$ cat config.mk
export PLATFORM = sky130hd
export DESIGN_NAME = cantmc_dev_flat
export DESIGN_NICKNAME = d
export VERILOG_FILES = /design/src/inc/cantmc_pkg.sv /design/src/inc/cantmc_if.sv /design/src/design/cantmc_dev.sv /design/src/design/cantmc_fifo.sv /design/src/flat_wrapper.sv
export VERILOG_INCLUDE_DIRS = /design/src /design/src/inc
export SDC_FILE = /design/constraint.sdc
export NUM_CORES = 1
export LEC_CHECK = 0
export ABC_AREA = 1
export BUFFER_PORTS_ARGS = -buffer_cell sky130_fd_sc_hd__buf_2
export CAP_MARGIN = 20
export CORE_ASPECT_RATIO = 0.9
export CORE_MARGIN = 2
export CORE_UTILIZATION = 60
export CTS_BUF_LIST = sky130_fd_sc_hd__clkbuf_8 sky130_fd_sc_hd__clkbuf_16
export DETAILED_ROUTE_END_ITERATION = 10
export PLACE_DENSITY_LB_ADDON = 0.12
export REMOVE_ABC_BUFFERS = 1
export SYNTH_ARGS = -nofsm -noshare
export SYNTH_HDL_FRONTEND = slang
export SYNTH_SLANG_ARGS = --single-unit
export TNS_END_PERCENT = 10
$ cat constraint.sdc
create_clock -name mclk -period 2.4 [get_ports mclk]
set_input_delay 0.6 -clock mclk [delete_from_list [all_inputs] [get_ports mclk]]
set_output_delay 0.6 -clock mclk [all_outputs]
set_load 0.02 [all_outputs]
$ cat src/inc/cantmc_regs.svh
`ifndef CANTMC_REGS_SVH
`define CANTMC_REGS_SVH
// Transceiver mode field encodings.
`define CANTMC_MODE_OFF 2'h0
`define CANTMC_MODE_WAKE 2'h1
`define CANTMC_MODE_RXONLY 2'h2
`define CANTMC_MODE_NORMAL 2'h3
// Chip power mode encodings.
`define CANTMC_PWR_NORMAL 3'h0
`define CANTMC_PWR_STOP 3'h1
`define CANTMC_PWR_SLEEP 3'h2
`define CANTMC_PWR_RESTART 3'h3
`define CANTMC_PWR_FAILSAFE 3'h4
// Enabling delay in ns and dominant timeout in ns; cycles at 5 ns per clock.
`define CANTMC_CLK_PERIOD_NS 5
`define CANTMC_EN_DELAY_NS 20000
`define CANTMC_EN_DELAY_CYC ((`CANTMC_EN_DELAY_NS + `CANTMC_CLK_PERIOD_NS - 1) / `CANTMC_CLK_PERIOD_NS)
`define CANTMC_TXD_TO_NS 2000000
`define CANTMC_TXD_TO_CYC (`CANTMC_TXD_TO_NS / `CANTMC_CLK_PERIOD_NS)
// Wake filter: dominant bus time needed to count as a wake phase.
`define CANTMC_WAKE_FILT_NS 1000
`define CANTMC_WAKE_FILT_CYC ((`CANTMC_WAKE_FILT_NS + `CANTMC_CLK_PERIOD_NS - 1) / `CANTMC_CLK_PERIOD_NS)
`endif

$ cat src/inc/cantmc_pkg.sv
`default_nettype none
package cantmc_pkg;
  typedef logic [1:0] cantmc_mode_t;
  typedef logic [2:0] cantmc_pwr_t;
  typedef enum logic [3:0] {
    CANTMC_ST_OFF = 4'h1,
    CANTMC_ST_EN = 4'h2,
    CANTMC_ST_RUN = 4'h4,
    CANTMC_ST_RX = 4'h8
  } cantmc_state_t;
endpackage
`default_nettype wire

$ cat src/inc/cantmc_if.sv
`default_nettype none
interface cantmc_if;
  logic [1:0] mode_req;
  logic mode_wr;
  logic [2:0] pwr_mode;
  logic [1:0] mode_stat;
  logic fail_flag;
  logic wake_flag;
  logic transmit_bit_input;
  logic rx_out;
  modport dev (input mode_req, input mode_wr, input pwr_mode, input transmit_bit_input,
    output mode_stat, output fail_flag, output wake_flag, output rx_out);
  modport host (output mode_req, output mode_wr, output pwr_mode, output transmit_bit_input,
    input mode_stat, input fail_flag, input wake_flag, input rx_out);
endinterface
`default_nettype wire

$ cat src/design/cantmc_dev.sv
`default_nettype none
`include "cantmc_regs.svh"
// Summary of operation
// (RQ1) Power-up in off mode, bus halted.
// (RQ2) Off mode selectable in every power mode.
// (RQ3) Off mode ignores bus wake activity.
// (RQ4) Host enables normal mode in normal power.
// (RQ5) Normal mode only in normal/stop power.
// (RQ6) Controller holds transmit recessive during enabling.
// (RQ7) Early dominant must return recessive until enabled.
// (RQ8) Early dominant blocked; next dominant transmitted.
// (RQ9) Normal mode: bus follows transmit input.
// (RQ10) Receiver level shown on receive output.
// (RQ11) Paths carry up to 2 Mbaud.
// (RQ12) Receive-only: driver off, receive continues.
// (RQ13) Receive-only accepted only in normal/stop.
// (RQ14) Wake-capable mode detects bus wake-up.
// (RQ15) Host writes mode bits; device applies them.
// (RQ16) Wake-capable code 01, kept after wake.
// (RQ17) After wake, receive held low until mode change.
// (RQ18) Dominant timeout: driver off, receive-only, fail flag.
// (RQ19) Leaving normal/stop power drops normal and receive-only.
// (RQ20) Enabling delay counted; driving blocked until done.
module cantmc_dev
  import cantmc_pkg::*;
#(
  parameter int EN_CYC = `CANTMC_EN_DELAY_CYC,
  parameter int TXD_TO_CYC = `CANTMC_TXD_TO_CYC,
  parameter int WAKE_CYC = `CANTMC_WAKE_FILT_CYC,
  parameter int FIFO_DEPTH = 8
) (
  input wire logic mclk, // Clock.
  input wire logic reset, // Synchronous reset.
  cantmc_if.dev link, // Host and controller side.
  input wire logic bus_rx_dom, // Differential receiver, high when dominant.
  output logic bus_drive_dom, // Output stages driving dominant.
  output logic bus_drv_en, // Driver stage enabled.
  output logic bus_bias_en // Bus biased for normal or receive-only.
);
  cantmc_state_t st_r, st_nxt;
  logic [1:0] mode_r, mode_nxt;
  logic [31:0] cnt_r, cnt_nxt;
  logic [31:0] dom_r, dom_nxt;
  logic [15:0] wk_r, wk_nxt;
  logic armed_r, armed_nxt;
  logic woke_r, woke_nxt;
  logic fail_r, fail_nxt;
  logic wait_rec_r, wait_rec_nxt;
  logic drv_r, drv_nxt;
  logic rx_r, rx_nxt;
  logic pwr_ok, f_valid, f_data, f_ready;

  function automatic logic pwr_allows(input logic [2:0] p);
    pwr_allows = (p == `CANTMC_PWR_NORMAL) || (p == `CANTMC_PWR_STOP);
  endfunction

  assign pwr_ok = pwr_allows(link.pwr_mode);

  ////////////////////////////////////////////////////////////////////////////
  // Mode selection and enabling.
  always_comb
  begin
    st_nxt = st_r;
    mode_nxt = mode_r;
    cnt_nxt = cnt_r;
    armed_nxt = armed_r;
    fail_nxt = fail_r;
    wait_rec_nxt = wait_rec_r;
    if (link.mode_wr)
    begin
      if (link.mode_req == `CANTMC_MODE_OFF) // RQ2
        mode_nxt = `CANTMC_MODE_OFF;
      else if (link.mode_req == `CANTMC_MODE_WAKE)
        mode_nxt = `CANTMC_MODE_WAKE;
      else if (link.mode_req == `CANTMC_MODE_NORMAL && link.pwr_mode == `CANTMC_PWR_NORMAL) // RQ4 RQ5
        mode_nxt = `CANTMC_MODE_NORMAL;
      else if (link.mode_req == `CANTMC_MODE_RXONLY && pwr_ok) // RQ13
        mode_nxt = `CANTMC_MODE_RXONLY;
      if (mode_nxt != mode_r || mode_nxt != `CANTMC_MODE_WAKE)
        armed_nxt = 1'b1;
    end
    if (!pwr_ok && (mode_nxt == `CANTMC_MODE_NORMAL || mode_nxt == `CANTMC_MODE_RXONLY))
      mode_nxt = `CANTMC_MODE_WAKE; // RQ19
    if (!pwr_ok && link.pwr_mode != `CANTMC_PWR_RESTART)
      armed_nxt = 1'b1;
    if (woke_r && mode_nxt == `CANTMC_MODE_WAKE && mode_r == `CANTMC_MODE_WAKE && pwr_ok)
      armed_nxt = 1'b0; // RQ16
    if (dom_r == 32'(TXD_TO_CYC))
      fail_nxt = 1'b1; // RQ18
    case (st_r)
      CANTMC_ST_OFF:
      begin
        if (mode_nxt == `CANTMC_MODE_NORMAL)
        begin
          st_nxt = CANTMC_ST_EN;
          cnt_nxt = 32'(EN_CYC); // RQ20
        end
        else if (mode_nxt == `CANTMC_MODE_RXONLY)
          st_nxt = CANTMC_ST_RX;
      end
      CANTMC_ST_EN:
      begin
        cnt_nxt = cnt_r - 32'h1; // RQ20
        if (!link.transmit_bit_input)
          wait_rec_nxt = 1'b1; // RQ8
        if (cnt_r <= 32'h1)
        begin
          st_nxt = CANTMC_ST_RUN;
          wait_rec_nxt = wait_rec_r || !link.transmit_bit_input;
        end
      end
      CANTMC_ST_RUN:
      begin
        if (link.transmit_bit_input)
          wait_rec_nxt = 1'b0; // RQ8
        if (dom_r == 32'(TXD_TO_CYC))
          st_nxt = CANTMC_ST_RX; // RQ18
      end
      CANTMC_ST_RX:
      begin
        if (mode_r == `CANTMC_MODE_NORMAL && link.transmit_bit_input)
        begin
          st_nxt = CANTMC_ST_RUN;
          wait_rec_nxt = 1'b0;
        end
      end
      default:
        st_nxt = CANTMC_ST_OFF;
    endcase
    if (mode_nxt != mode_r)
    begin
      st_nxt = CANTMC_ST_OFF;
      wait_rec_nxt = 1'b0;
      if (mode_nxt == `CANTMC_MODE_NORMAL)
      begin
        st_nxt = CANTMC_ST_EN;
        cnt_nxt = 32'(EN_CYC);
      end
      else if (mode_nxt == `CANTMC_MODE_RXONLY)
        st_nxt = CANTMC_ST_RX;
    end
  end

  ////////////////////////////////////////////////////////////////////////////
  // Driver, dominant timeout, receive path and wake detection.
  always_comb
  begin
    drv_nxt = (st_r == CANTMC_ST_RUN) && !wait_rec_r && !link.transmit_bit_input; // RQ8 RQ9 RQ12
    dom_nxt = (st_r == CANTMC_ST_RUN && !link.transmit_bit_input) ?
      ((dom_r == 32'(TXD_TO_CYC)) ? dom_r : dom_r + 32'h1) : 32'h0;
    woke_nxt = woke_r;
    wk_nxt = wk_r;
    if (mode_r != `CANTMC_MODE_WAKE || armed_r && !woke_r)
      woke_nxt = 1'b0;
    if (mode_r == `CANTMC_MODE_WAKE && armed_r && !woke_r) // RQ3 RQ14
    begin
      wk_nxt = bus_rx_dom ? ((wk_r == 16'(WAKE_CYC)) ? wk_r : wk_r + 16'h1) : 16'h0;
      if (wk_r == 16'(WAKE_CYC))
        woke_nxt = 1'b1;
    end
    else
      wk_nxt = 16'h0;
    if (mode_r == `CANTMC_MODE_WAKE && woke_r)
      rx_nxt = 1'b0; // RQ17
    else if (st_r == CANTMC_ST_OFF)
      rx_nxt = 1'b1; // RQ1
    else
      rx_nxt = f_valid ? f_data : rx_r; // RQ10 RQ11
  end

  always_ff @(posedge mclk)
  begin
    if (reset)
    begin
      st_r <= CANTMC_ST_OFF; // RQ1
      mode_r <= `CANTMC_MODE_OFF;
      cnt_r <= '0;
      dom_r <= '0;
      wk_r <= '0;
      armed_r <= 1'b1;
      woke_r <= 1'b0;
      fail_r <= 1'b0;
      wait_rec_r <= 1'b0;
      drv_r <= 1'b0;
      rx_r <= 1'b1;
    end
    else
    begin
      st_r <= st_nxt;
      mode_r <= mode_nxt;
      cnt_r <= cnt_nxt;
      dom_r <= dom_nxt;
      wk_r <= wk_nxt;
      armed_r <= armed_nxt;
      woke_r <= woke_nxt;
      fail_r <= fail_nxt;
      wait_rec_r <= wait_rec_nxt;
      drv_r <= drv_nxt;
      rx_r <= rx_nxt;
    end
  end

  // Receiver samples buffered toward the receive output.
  cantmc_fifo #(.WIDTH(1), .DEPTH(FIFO_DEPTH)) u_rx_fifo (
    .mclk(mclk),
    .reset(reset),
    .in_data(~bus_rx_dom),
    .in_valid(st_r != CANTMC_ST_OFF),
    .in_ready(f_ready),
    .out_data(f_data),
    .out_valid(f_valid),
    .out_ready(1'b1)
  );

  assign link.mode_stat = mode_r; // RQ15 RQ16
  assign link.fail_flag = fail_r;
  assign link.wake_flag = woke_r;
  assign link.rx_out = rx_r;
  assign bus_drive_dom = drv_r;
  assign bus_drv_en = (st_r == CANTMC_ST_RUN);
  assign bus_bias_en = (st_r != CANTMC_ST_OFF) && f_ready;
endmodule
`default_nettype wire

$ cat src/design/cantmc_fifo.sv
`default_nettype none
module cantmc_fifo #(
  parameter int WIDTH = 1,
  parameter int DEPTH = 8
) (
  input wire logic mclk, // Clock.
  input wire logic reset, // Synchronous reset.
  input wire logic [WIDTH-1:0] in_data, // Write data.
  input wire logic in_valid, // Write request.
  output logic in_ready, // Not full.
  output logic [WIDTH-1:0] out_data, // Head word.
  output logic out_valid, // Not empty.
  input wire logic out_ready // Head taken.
);
  localparam int AW = $clog2(DEPTH);
  logic [WIDTH-1:0] mem [DEPTH];
  logic [AW-1:0] wp_r, wp_nxt, rp_r, rp_nxt;
  logic [AW:0] cnt_r, cnt_nxt;
  logic push, pop;

  assign in_ready = (cnt_r != (AW+1)'(DEPTH));
  assign out_valid = (cnt_r != '0);
  assign out_data = mem[rp_r];
  assign push = in_valid && in_ready;
  assign pop = out_valid && out_ready;

  always_comb
  begin
    wp_nxt = push ? AW'((wp_r + 1'b1) % DEPTH) : wp_r;
    rp_nxt = pop ? AW'((rp_r + 1'b1) % DEPTH) : rp_r;
    cnt_nxt = cnt_r + (AW+1)'(push) - (AW+1)'(pop);
  end

  always_ff @(posedge mclk)
  begin
    if (reset)
    begin
      wp_r <= '0;
      rp_r <= '0;
      cnt_r <= '0;
    end
    else
    begin
      wp_r <= wp_nxt;
      rp_r <= rp_nxt;
      cnt_r <= cnt_nxt;
    end
  end

  always_ff @(posedge mclk)
  begin
    if (push)
      mem[wp_r] <= in_data;
  end
endmodule
`default_nettype wire

$ cat src/flat_wrapper.sv
// flat-port wrapper written by rule: the top's interface ports become plain ports
module cantmc_dev_flat import cantmc_pkg::*;
#(
  parameter int EN_CYC = `CANTMC_EN_DELAY_CYC,
  parameter int TXD_TO_CYC = `CANTMC_TXD_TO_CYC,
  parameter int WAKE_CYC = `CANTMC_WAKE_FILT_CYC,
  parameter int FIFO_DEPTH = 8
)
  (mclk, reset, bus_rx_dom, bus_drive_dom, bus_drv_en, bus_bias_en, link_mode_req, link_mode_wr, link_pwr_mode, link_transmit_bit_input, link_mode_stat, link_fail_flag, link_wake_flag, link_rx_out);
  cantmc_if link_i ();
  input wire logic mclk;
  input wire logic reset;
  input wire logic bus_rx_dom;
  output logic bus_drive_dom;
  output logic bus_drv_en;
  output logic bus_bias_en;
  input wire logic [$bits(link_i.mode_req)-1:0] link_mode_req;
  input wire logic [$bits(link_i.mode_wr)-1:0] link_mode_wr;
  input wire logic [$bits(link_i.pwr_mode)-1:0] link_pwr_mode;
  input wire logic [$bits(link_i.transmit_bit_input)-1:0] link_transmit_bit_input;
  output wire logic [$bits(link_i.mode_stat)-1:0] link_mode_stat;
  output wire logic [$bits(link_i.fail_flag)-1:0] link_fail_flag;
  output wire logic [$bits(link_i.wake_flag)-1:0] link_wake_flag;
  output wire logic [$bits(link_i.rx_out)-1:0] link_rx_out;
  assign link_i.mode_req = link_mode_req;
  assign link_i.mode_wr = link_mode_wr;
  assign link_i.pwr_mode = link_pwr_mode;
  assign link_i.transmit_bit_input = link_transmit_bit_input;
  assign link_mode_stat = link_i.mode_stat;
  assign link_fail_flag = link_i.fail_flag;
  assign link_wake_flag = link_i.wake_flag;
  assign link_rx_out = link_i.rx_out;
  cantmc_dev #(.EN_CYC(EN_CYC), .TXD_TO_CYC(TXD_TO_CYC), .WAKE_CYC(WAKE_CYC), .FIFO_DEPTH(FIFO_DEPTH)) u_core (.mclk(mclk), .reset(reset), .link(link_i), .bus_rx_dom(bus_rx_dom), .bus_drive_dom(bus_drive_dom), .bus_drv_en(bus_drv_en), .bus_bias_en(bus_bias_en));
endmodule
==> impl_metrics.py, run 1 <==
metrics = {
    "routing": {
        "ant_nets": 0,
        "drt_iter0_markers": 369,
        "vias": 5839,
        "drc_errors": 0,
        "routed_wl_um": 13500,
        "drtPass1Iterations": 6,
        "detail_route.vias_per_cell": 5.18,
        "wire_per_inst_um": 12.0,
    },
    "setup_path": {
        "cp-start-kind": "register",
        "required_ns": 1.80,
        "r2r-end": "u_core.u_rx_fifo.cnt_r[2]",
        "cp.arrival_ns": 1.56,
        "rr_worst_depth": 12,
        "r2r_start": "u_core.st_r[2]",
        "crit_type": "register to primary output",
        "endpoint_kind": "primary output",
        "crit_fanout": 5,
        "rrSetupSlack_ns": 0.27,
    },
    "power_and_ir_drop": {
        "power.density_nw_per_um2": 838,
        "p_leak_nw": 3.37,
        "sw_frac_of_total_pct": 28.7,
        "clockPowerShare_pct": 44.1,
        "p_int_mw": 4.28,
        "p_switching_mw": 1.72,
        "comb_power_share_pct": 20.7,
        "pwr-share-seq_pct": 35.2,
        "ir_drop_mv": 0.815,
    },
    "clocking": {
        "path_clk_slew_ns": 0.05,
        "numCtsBuffers": 17,
        "cts_resized": 0,
        "cts_sinks": 113,
        "root_buffer": "clkbuf_16",
        "clk_path_buf_depth": 2,
        "cts_tree": "built",
        "htree_levels": 4,
        "post_cts_buffers": 0,
        "clkLatencyLatePin_ns": 0.41,
        "holdBufCountCts": 0,
    },
    "die": {
        "core_area_um2": 10100,
        "rows": 35,
        "die_y_um": 100,
        "dieArea_um2": 11100,
        "die_x_um": 111,
        "start_util_pct": 60.9,
        "io_pins": 18,
    },
    "min_path": {
        "hold_class": "register to register",
        "min_path_cells": 1,
        "whs_endpoint": "u_core.bus_drive_dom",
        "hp-start": "u_core.wait_rec_r",
    },
    "timing": {
        "setup_viol": 0,
        "layout_min_cycle_time_ns": 2.16,
        "rsz0062_at_grt": "false",
        "maxSlewHeadroom_pct": 36.9,
        "finalMaxSlewViolations": 0,
        "skew_ns": 0.00721,
        "max_freq_ghz": 0.464,
        "finalSetupTns_ns": 0,
        "whs_ns": 0.427,
        "worst_pin_slew_ns": 0.931,
        "timing.final.crit_share_pct": 89.9,
        "hold_violations": 0,
    },
    "finish": {
        "nFillCells": 916,
        "final_area_um2": 7160,
        "drive_above_1_share_pct": 9.52,
        "antenna_cells": 0,
        "multiInputGateArea_um2": 3220,
        "final_nets": 1010,
        "regArea_um2": 2340,
        "synthToLayoutAreaGrowth_pct": 16.2,
        "fin_cells": 1127,
    },
    "global_route": {
        "grtUsageTotal_pct": 25.4,
        "grt_overflow": 0,
        "grt_max_degree": 27,
        "antenna_found_initial": 0,
        "grt_pass1_vias": 5136,
        "grt_pass1_wl_um": 22800,
    },
    "synth": {
        "yosysMostFrequentCell": "nand2_1",
        "postSynthAreaPerCell_um2": 6.55,
        "syn_inst": 940,
        "synth_largest_area_cell": "dfxtp_1",
        "synth-seq-area-share_pct": 38.0,
        "synth_cell_type_count": 40,
        "synth_area_leaders": "dfxtp_1 (34%), nand2_1 (12%), nor2_1 (10%), inv_1 (9.2%), o21ai_0 (5.7%)",
        "synth-edff-count": 8,
        "synthFlopType": "dfxtp_1",
        "async_flop_share_pct": 0,
        "synth_common_cells": "nand2_1 (194), nor2_1 (168), inv_1 (151)",
        "netlist.area_leader.share_pct": 34.1,
        "yosys_warnings": 0,
        "ys_ff_latch": 113,
        "syn-cell-area_um2": 6160,
    },
    "place": {
        "placed_area_um2": 6500,
        "finalWeightedCongestion": 0.949,
        "dp.cells": 1095,
        "io_buffers": 17,
        "hpwl_um": 9830,
    },
    "job": {
        "drv_cap": 0,
    },
    "outcome": {
        "status": "completed",
    },
}
[worst max-delay path, stage by stage (launching register included)]
cell and delay (ns):
dfxtp_1 0.33, nor2_1 0.14, inv_1 0.08, nor3_4 0.18
a21oi_1 0.10, buf_4 0.17, buf_2 0.15
[worst max-delay path by stage]
stage / cells after the start / start / to / slack, ns
finish: 6 / u_core.st_r[2] / bus_bias_en / 0.24
CTS: 6 / u_core.st_r[2] / bus_bias_en / 0.18
detailed placement: 15 / link_pwr_mode[2] / u_core.cnt_r[1] / -0.007
floorplan: 11 / u_core.u_rx_fifo.cnt_r[2] / u_core.u_rx_fifo.cnt_r[2] / -0.01
global route: 10 / u_core.dom_r[0] / u_core.dom_r[28] / 0.07
global placement: 15 / link_pwr_mode[2] / u_core.cnt_r[26] / 0.08
[power by group through the flow]
| stage | Sequential [mW] | Clock, mW | Combinational (mW) |
|---|---|---|---|
| 2_1_floorplan | 2.13 | 0 | 0.866 |
| 3_3_place_gp | 2.15 | 0 | 1.18 |
| 3_5_place_dp | 2.15 | 0 | 1.21 |
| 4_1_cts | 2.11 | 2.68 | 1.22 |
| 5_1_grt | 2.13 | 2.77 | 1.43 |
| 6_report | 2.11 | 2.64 | 1.24 |
[per-stage QoR]
step	total power, mW	setup WS (ns)	util (%)
after global placement	3.33	0.0838	64.3
after global routing	6.33	0.0697	70.7
after detailed placement	3.36	-0.00672	64.3
after CTS	6.01	0.181	70.5
after floorplan	3.00	-0.0132	-
final	6.00	0.243	70.7
[cell families after synthesis]
logic type | synth area share (%)
simple gates | 34.2
buf+inv | 10.0
compound gates | 13.3
flops | 38.0
fa+ha+maj | 3.17
xor+xnor | 0.853
mux | 0.488
[per-layer routing]
layer,GRT usage (%),vias up,part of all wire [%]
met4,8.85,0,1.2
met1,33.1,2595,48
li1,-,3121,-
met3,5.98,12,4.6
met5,0,-,0
met2,41.9,111,46
[area by class of cell]
cell class                      count  share of cell area (%)
Clock buffer                       20                    6.52
Clock inverter                     12                    2.29
Inverter                          152                    7.97
Multi-Input combinational cell    665                    45.0
Sequential cell                   113                    32.7
Tap cell                          129                    2.26
Timing Repair Buffer               36                    3.18
[flip-flops by register name, summed over array words and instances (netlist names), named ones only]
name	count
u_core.cnt_r	32
u_core.dom_r	32
u_core.wk_r	16
u_core.u_rx_fifo.mem	8
u_core.st_r	4
u_core.u_rx_fifo.cnt_r	4
u_core.u_rx_fifo.rp_r	3
u_core.u_rx_fifo.wp_r	3
u_core.link.mode_stat	2
u_core.armed_r	1
u_core.bus_drive_dom	1
u_core.link.fail_flag	1
u_core.link.rx_out	1
u_core.link.wake_flag	1
u_core.wait_rec_r	1
[cells in the final DEF (no fill, tap or decap), types with 17 or more instances in the layout]
cell type,instances
nand2_1,194
nor2_1,166
inv_1,153
dfxtp_1,105
o21ai_0,70
a21oi_1,59
nand3_1,57
nor3_1,29
buf_4,19
clkbuf_16,17
buf_2,17
Note: power is estimated with default switching activity, not from simulation.
==> run 2, diff against run 1 <==
==> constraint.sdc (replaced) <==
create_clock -name mclk -period 2.7 [get_ports mclk]
set_input_delay 0.54 -clock mclk [delete_from_list [all_inputs] [get_ports mclk]]
set_output_delay 0.54 -clock mclk [all_outputs]
set_load 0.02 [all_outputs]
==> impl_metrics.py, run 2 (synthesis gave the netlist of run 1 again) <==
metrics = {
    "outcome": {
        "status": "completed",
    },
    "setup_path": {
        "crit_path_frequent_cell": "inv_1",
        "crit_buf_inv": 4,
        "max_stage_delay_ns": 0.31,
        "crit_start": "u_core.cnt_r[0]",
        "r2r_start": "u_core.cnt_r[0]",
        "endpoint_kind": "register",
        "cp.arrival_ns": 2.48,
        "cp-start-kind": "register",
        "crit_path_top_delay_cell": "dfxtp_1",
        "required_ns": 3.01,
        "crit_fanout": 5,
        "crit_chain": "inv_1, ha_1, inv_1, nor2_1, inv_1, nor2_1, nand3_1, nor2_1, nand3_1, nand3_1, o211ai_1, nand2_1, inv_1",
        "crit_family": "simple AND/OR/NAND/NOR gates",
        "crit_type": "register to register",
    },
    "finish": {
        "most-common-layout-cells": "nand2_1 (194), nor2_1 (168), inv_1 (155)",
        "final_common_cell": "nand2_1",
        "final_nets": 998,
        "final_area_um2": 6970,
        "fin_cells": 1115,
        "top_regs": "u_core.cnt_r (32), u_core.dom_r (32), u_core.wk_r (16)",
        "antenna_cells": 0,
        "nFillCells": 921,
        "synthToLayoutAreaGrowth_pct": 13.1,
        "drive_above_1_share_pct": 7.91,
    },
    "min_path": {
        "hp-start": "u_core.wait_rec_r",
        "hold_class": "register to register",
    },
    "place": {
        "placed_area_um2": 6410,
        "dp.cells": 1083,
        "hpwl_um": 9620,
        "io_buffers": 17,
        "finalWeightedCongestion": 0.930,
        "dp_slack_ns": 0.355,
    },
    "global_route": {
        "antenna_found_initial": 0,
        "grt_pass1_vias": 5417,
        "grt_overflow": 0,
        "grt_pass1_wl_um": 23500,
        "grt_max_degree": 27,
        "grtUsageTotal_pct": 25.9,
    },
    "timing": {
        "hold_violations": 0,
        "max_freq_ghz": 0.461,
        "whs_ns": 0.423,
        "skew_ns": 0.00543,
        "fin_ws_ns": 0.532,
        "worst_pin_slew_ns": 0.954,
        "setup_viol": 0,
        "maxSlewHeadroom_pct": 35.4,
        "layout_min_cycle_time_ns": 2.17,
        "rsz0062_at_grt": "false",
        "timing.final.crit_share_pct": 80.3,
        "finalMaxSlewViolations": 0,
        "finalSetupTns_ns": 0,
    },
    "clocking": {
        "cts_sinks": 113,
        "post_cts_buffers": 0,
        "clk_path_buf_depth": 2,
        "root_buffer": "clkbuf_16",
        "numCtsBuffers": 17,
        "path_clk_slew_ns": 0.05,
        "cts_resized": 0,
        "htree_levels": 4,
        "holdBufCountCts": 0,
        "cts_tree": "built",
        "clkLatencyLatePin_ns": 0.41,
    },
    "die": {
        "io_pins": 18,
        "die_x_um": 111,
        "die_y_um": 100,
        "start_util_pct": 60.9,
        "core_area_um2": 10100,
        "rows": 35,
        "dieArea_um2": 11100,
    },
    "routing": {
        "detail_route.vias_per_cell": 5.10,
        "routed_wl_um": 13300,
        "vias": 5688,
        "ant_nets": 0,
        "drtPass1Iterations": 5,
        "drc_errors": 0,
        "wire_per_inst_um": 12.0,
        "drt_iter0_markers": 438,
    },
    "power_and_ir_drop": {
        "p_leak_nw": 3.27,
        "ir_drop_mv": 0.781,
        "power.density_nw_per_um2": 720,
    },
    "job": {
        "drv_cap": 0,
    },
}
run 2: final timing paths:
path / to / slack [ns] / cells past startpoint
setup / recovery: u_core.cnt_r[18] / 0.53 / 13
hold / removal: u_core.bus_drive_dom / 0.42 / 1
setup reg to reg: u_core.cnt_r[18] / 0.53 / 13
hold reg to reg: u_core.bus_drive_dom / 0.42 / 1
run 2: where the power goes:
group          switching, mW  internal (mW)  leakage [nW]  total, mW
clock network          0.769           1.33         0.291       2.10
logic                  0.677          0.365          2.06       1.04
registers             0.0799           1.80         0.922       1.88
run 2: through the flow:
stage / total power, mW / utilization [%]
2_1_floorplan: 2.67 / -
6_report: 5.02 / 68.9
3_3_place_gp: 2.93 / 63.4
4_1_cts: 5.05 / 68.9
5_1_grt: 5.31 / 68.9
3_5_place_dp: 2.94 / 63.4
run 2: cell type report:
cell class	count	area, um^2	area share (%)
inverters	152	571	8.19
multi-input cells	665	3200	45.9
clock buffers	17	425	6.11
flip-flops and latches	113	2340	33.6
repair buffers	24	138	1.98
well taps	129	161	2.32
clock inverters	15	130	1.87
run 2: layer usage:
metal  GRT usage [%]  share of wire (%)
met1            33.6                 49
met2            42.0                 46
met3            5.98                3.6
met4            10.9                1.6
met5               0                  0
run 2: worst reg2reg max path: cells and delay by family, from the launching register on:
family	cells	cell delay (ns)
AOI/OAI and AO/OA	1	0.10
and+or+nand+nor	7	1.11
adders and majority gates	1	0.21
buffers and inverters	4	0.34
DFF	1	0.31
==> run 3, diff against run 2 <==
--- a/config.mk
+++ b/config.mk
@@ -11,7 +11,7 @@
 export CAP_MARGIN = 20
 export CORE_ASPECT_RATIO = 0.9
 export CORE_MARGIN = 2
-export CORE_UTILIZATION = 60
+export CORE_UTILIZATION = 57
 export CTS_BUF_LIST = sky130_fd_sc_hd__clkbuf_8 sky130_fd_sc_hd__clkbuf_16
 export DETAILED_ROUTE_END_ITERATION = 10
 export PLACE_DENSITY_LB_ADDON = 0.12
==> constraint.sdc (replaced) <==
create_clock -name mclk -period 1.8 [get_ports mclk]
set_input_delay 0.36 -clock mclk [delete_from_list [all_inputs] [get_ports mclk]]
set_output_delay 0.36 -clock mclk [all_outputs]
set_load 0.02 [all_outputs]
==> impl_metrics.py, run 3 (synthesis gave the netlist of run 1 again) <==
metrics = {
    "finish": {
        "nFillCells": 647,
        "final_area_um2": 8430,
        "antenna_cells": 0,
        "most-common-layout-cells": "nand2_1 (185), inv_1 (136), nor2_1 (126)",
        "final_util_pct": 81.3,
        "final_common_cell": "nand2_1",
        "drive_above_1_share_pct": 28.2,
        "multiInputGateArea_um2": 3660,
        "regArea_um2": 2360,
        "synthToLayoutAreaGrowth_pct": 36.9,
        "fin_cells": 1232,
        "top_regs": "u_core.cnt_r (32), u_core.dom_r (32), u_core.wk_r (16)",
        "final_nets": 1115,
    },
    "routing": {
        "drc_errors": 0,
        "detail_route.vias_per_cell": 5.55,
        "drt_iter0_markers": 672,
        "drtPass1Iterations": 5,
        "wire_per_inst_um": 15.7,
        "vias": 6834,
        "ant_nets": 0,
        "routed_wl_um": 19300,
    },
    "power_and_ir_drop": {
        "p_total_mw": 9.02,
        "ir_drop_mv": 1.25,
        "p_leak_nw": 3.94,
        "power.density_nw_per_um2": 1070,
    },
    "timing": {
        "skew_ns": 0.0128,
        "rsz0062_at_grt": "true",
        "finalMaxSlewViolations": 0,
        "fin_ws_ns": -0.214,
        "finalSetupTns_ns": -1.27,
        "setup_viol": 17,
        "timing.final.crit_share_pct": 112,
        "maxSlewHeadroom_pct": 76.5,
        "whs_ns": 0.349,
        "worst_pin_slew_ns": 0.352,
        "layout_min_cycle_time_ns": 2.01,
        "max_freq_ghz": 0.497,
        "hold_violations": 0,
    },
    "clocking": {
        "holdBufCountCts": 0,
        "root_buffer": "clkbuf_16",
        "cts_tree": "built",
        "clk_path_buf_depth": 2,
        "path_clk_slew_ns": 0.06,
        "htree_levels": 4,
        "clkLatencyLatePin_ns": 0.43,
        "numCtsBuffers": 17,
        "cts_sinks": 113,
    },
    "global_route": {
        "grtUsageTotal_pct": 30.5,
        "antenna_found_initial": 0,
        "grt_overflow": 0,
        "grt_pass1_vias": 6087,
        "grt_max_degree": 27,
        "grt_pass1_wl_um": 28100,
    },
    "setup_path": {
        "cp.arrival_ns": 2.38,
        "cp-start-kind": "register",
        "required_ns": 2.16,
        "crit_fanout": 2,
        "rr_worst_depth": 13,
        "max_stage_delay_ns": 0.34,
        "crit_family": "compound AO/OA/AOI/OAI gates",
        "crit_type": "register to register",
        "crit_chain": "nor2_4, inv_2, nor3_4, a21oi_4, inv_2, ha_4, inv_4, ha_4, nand2_2, nor2_2, a211oi_2, o21ai_2, a21oi_2",
        "crit_path_top_delay_cell": "dfxtp_2",
        "crit_buf_inv": 3,
        "endpoint_kind": "register",
        "path_depth": 13,
    },
    "die": {
        "rows": 35,
        "io_pins": 18,
        "start_util_pct": 59.3,
        "die_y_um": 103,
        "dieArea_um2": 11700,
        "core_area_um2": 10400,
        "die_x_um": 114,
    },
    "place": {
        "dp.cells": 1181,
        "dp_slack_ns": -0.252,
        "hpwl_um": 10600,
        "finalWeightedCongestion": 0.869,
        "placed_area_um2": 7190,
        "io_buffers": 17,
    },
    "outcome": {
        "status": "finished, violations left",
        "failed_checks": "negative setup slack",
    },
    "min_path": {
        "hold_class": "primary input to register",
        "min_path_cells": 2,
    },
    "job": {
        "drv_cap": 0,
    },
}
==> run 3: cell count changes in the layout (fill, tap and decap cells not counted), sizes merged <==
cell and delta:
bufbuf +1, clkinv +3, inv -3, clkinvlp +1
buf +115, clkbuf +1, bufinv -1
==> run 3: layout make-up <==
class / count / share of cell area [%]
well taps: 129 / 1.91
inverters: 152 / 6.94
clock buffers: 17 / 5.04
flip-flops and latches: 113 / 27.9
clock inverters: 15 / 1.42
repair buffers: 141 / 13.4
multi-input cells: 665 / 43.4
==> run 3: path summary, 6_finish.rpt <==
kind | startpoint | to | slack, ns
worst max-delay path | u_core.st_r[2] | u_core.u_rx_fifo.cnt_r[3] | -0.21
worst min-delay path | bus_rx_dom | u_core.u_rx_fifo.mem[5] | 0.35
worst max register to register | u_core.st_r[2] | u_core.u_rx_fifo.cnt_r[3] | -0.21
worst min register to register | u_core.wait_rec_r | u_core.bus_drive_dom | 0.42
==> run 3: worst reg2reg max path, delay by kind of cell, from the launching register on <==
family	cells	cell delay, ns
adders and majority gates	2	0.37
AOI/OAI and AO/OA	4	0.63
DFF	1	0.34
and+or+nand+nor	4	0.41
buffers and inverters	3	0.19
==> run 3: power by group <==
group          total (mW)  internal [mW]  switching [mW]
Sequential           2.84           2.70           0.144
Clock                3.16           1.88            1.29
Combinational        3.01           1.27            1.74
==> run 3: per-layer routing <==
layer | track usage (%) | vias up | wire length [um]
met1 | 37.8 | 3042 | 7710
li1 | - | 3321 | -
met4 | 12.9 | 0 | 992
met5 | 0 | - | 0
met2 | 52.4 | 363 | 9200
met3 | 6.23 | 108 | 1420
==> run 3: what timing repair did <==
item	CTS	global route
setup endpoints to repair	17	82
gates cloned	1	0
buffers inserted	17	9
pin swaps	11	34
gates resized for setup	69	113
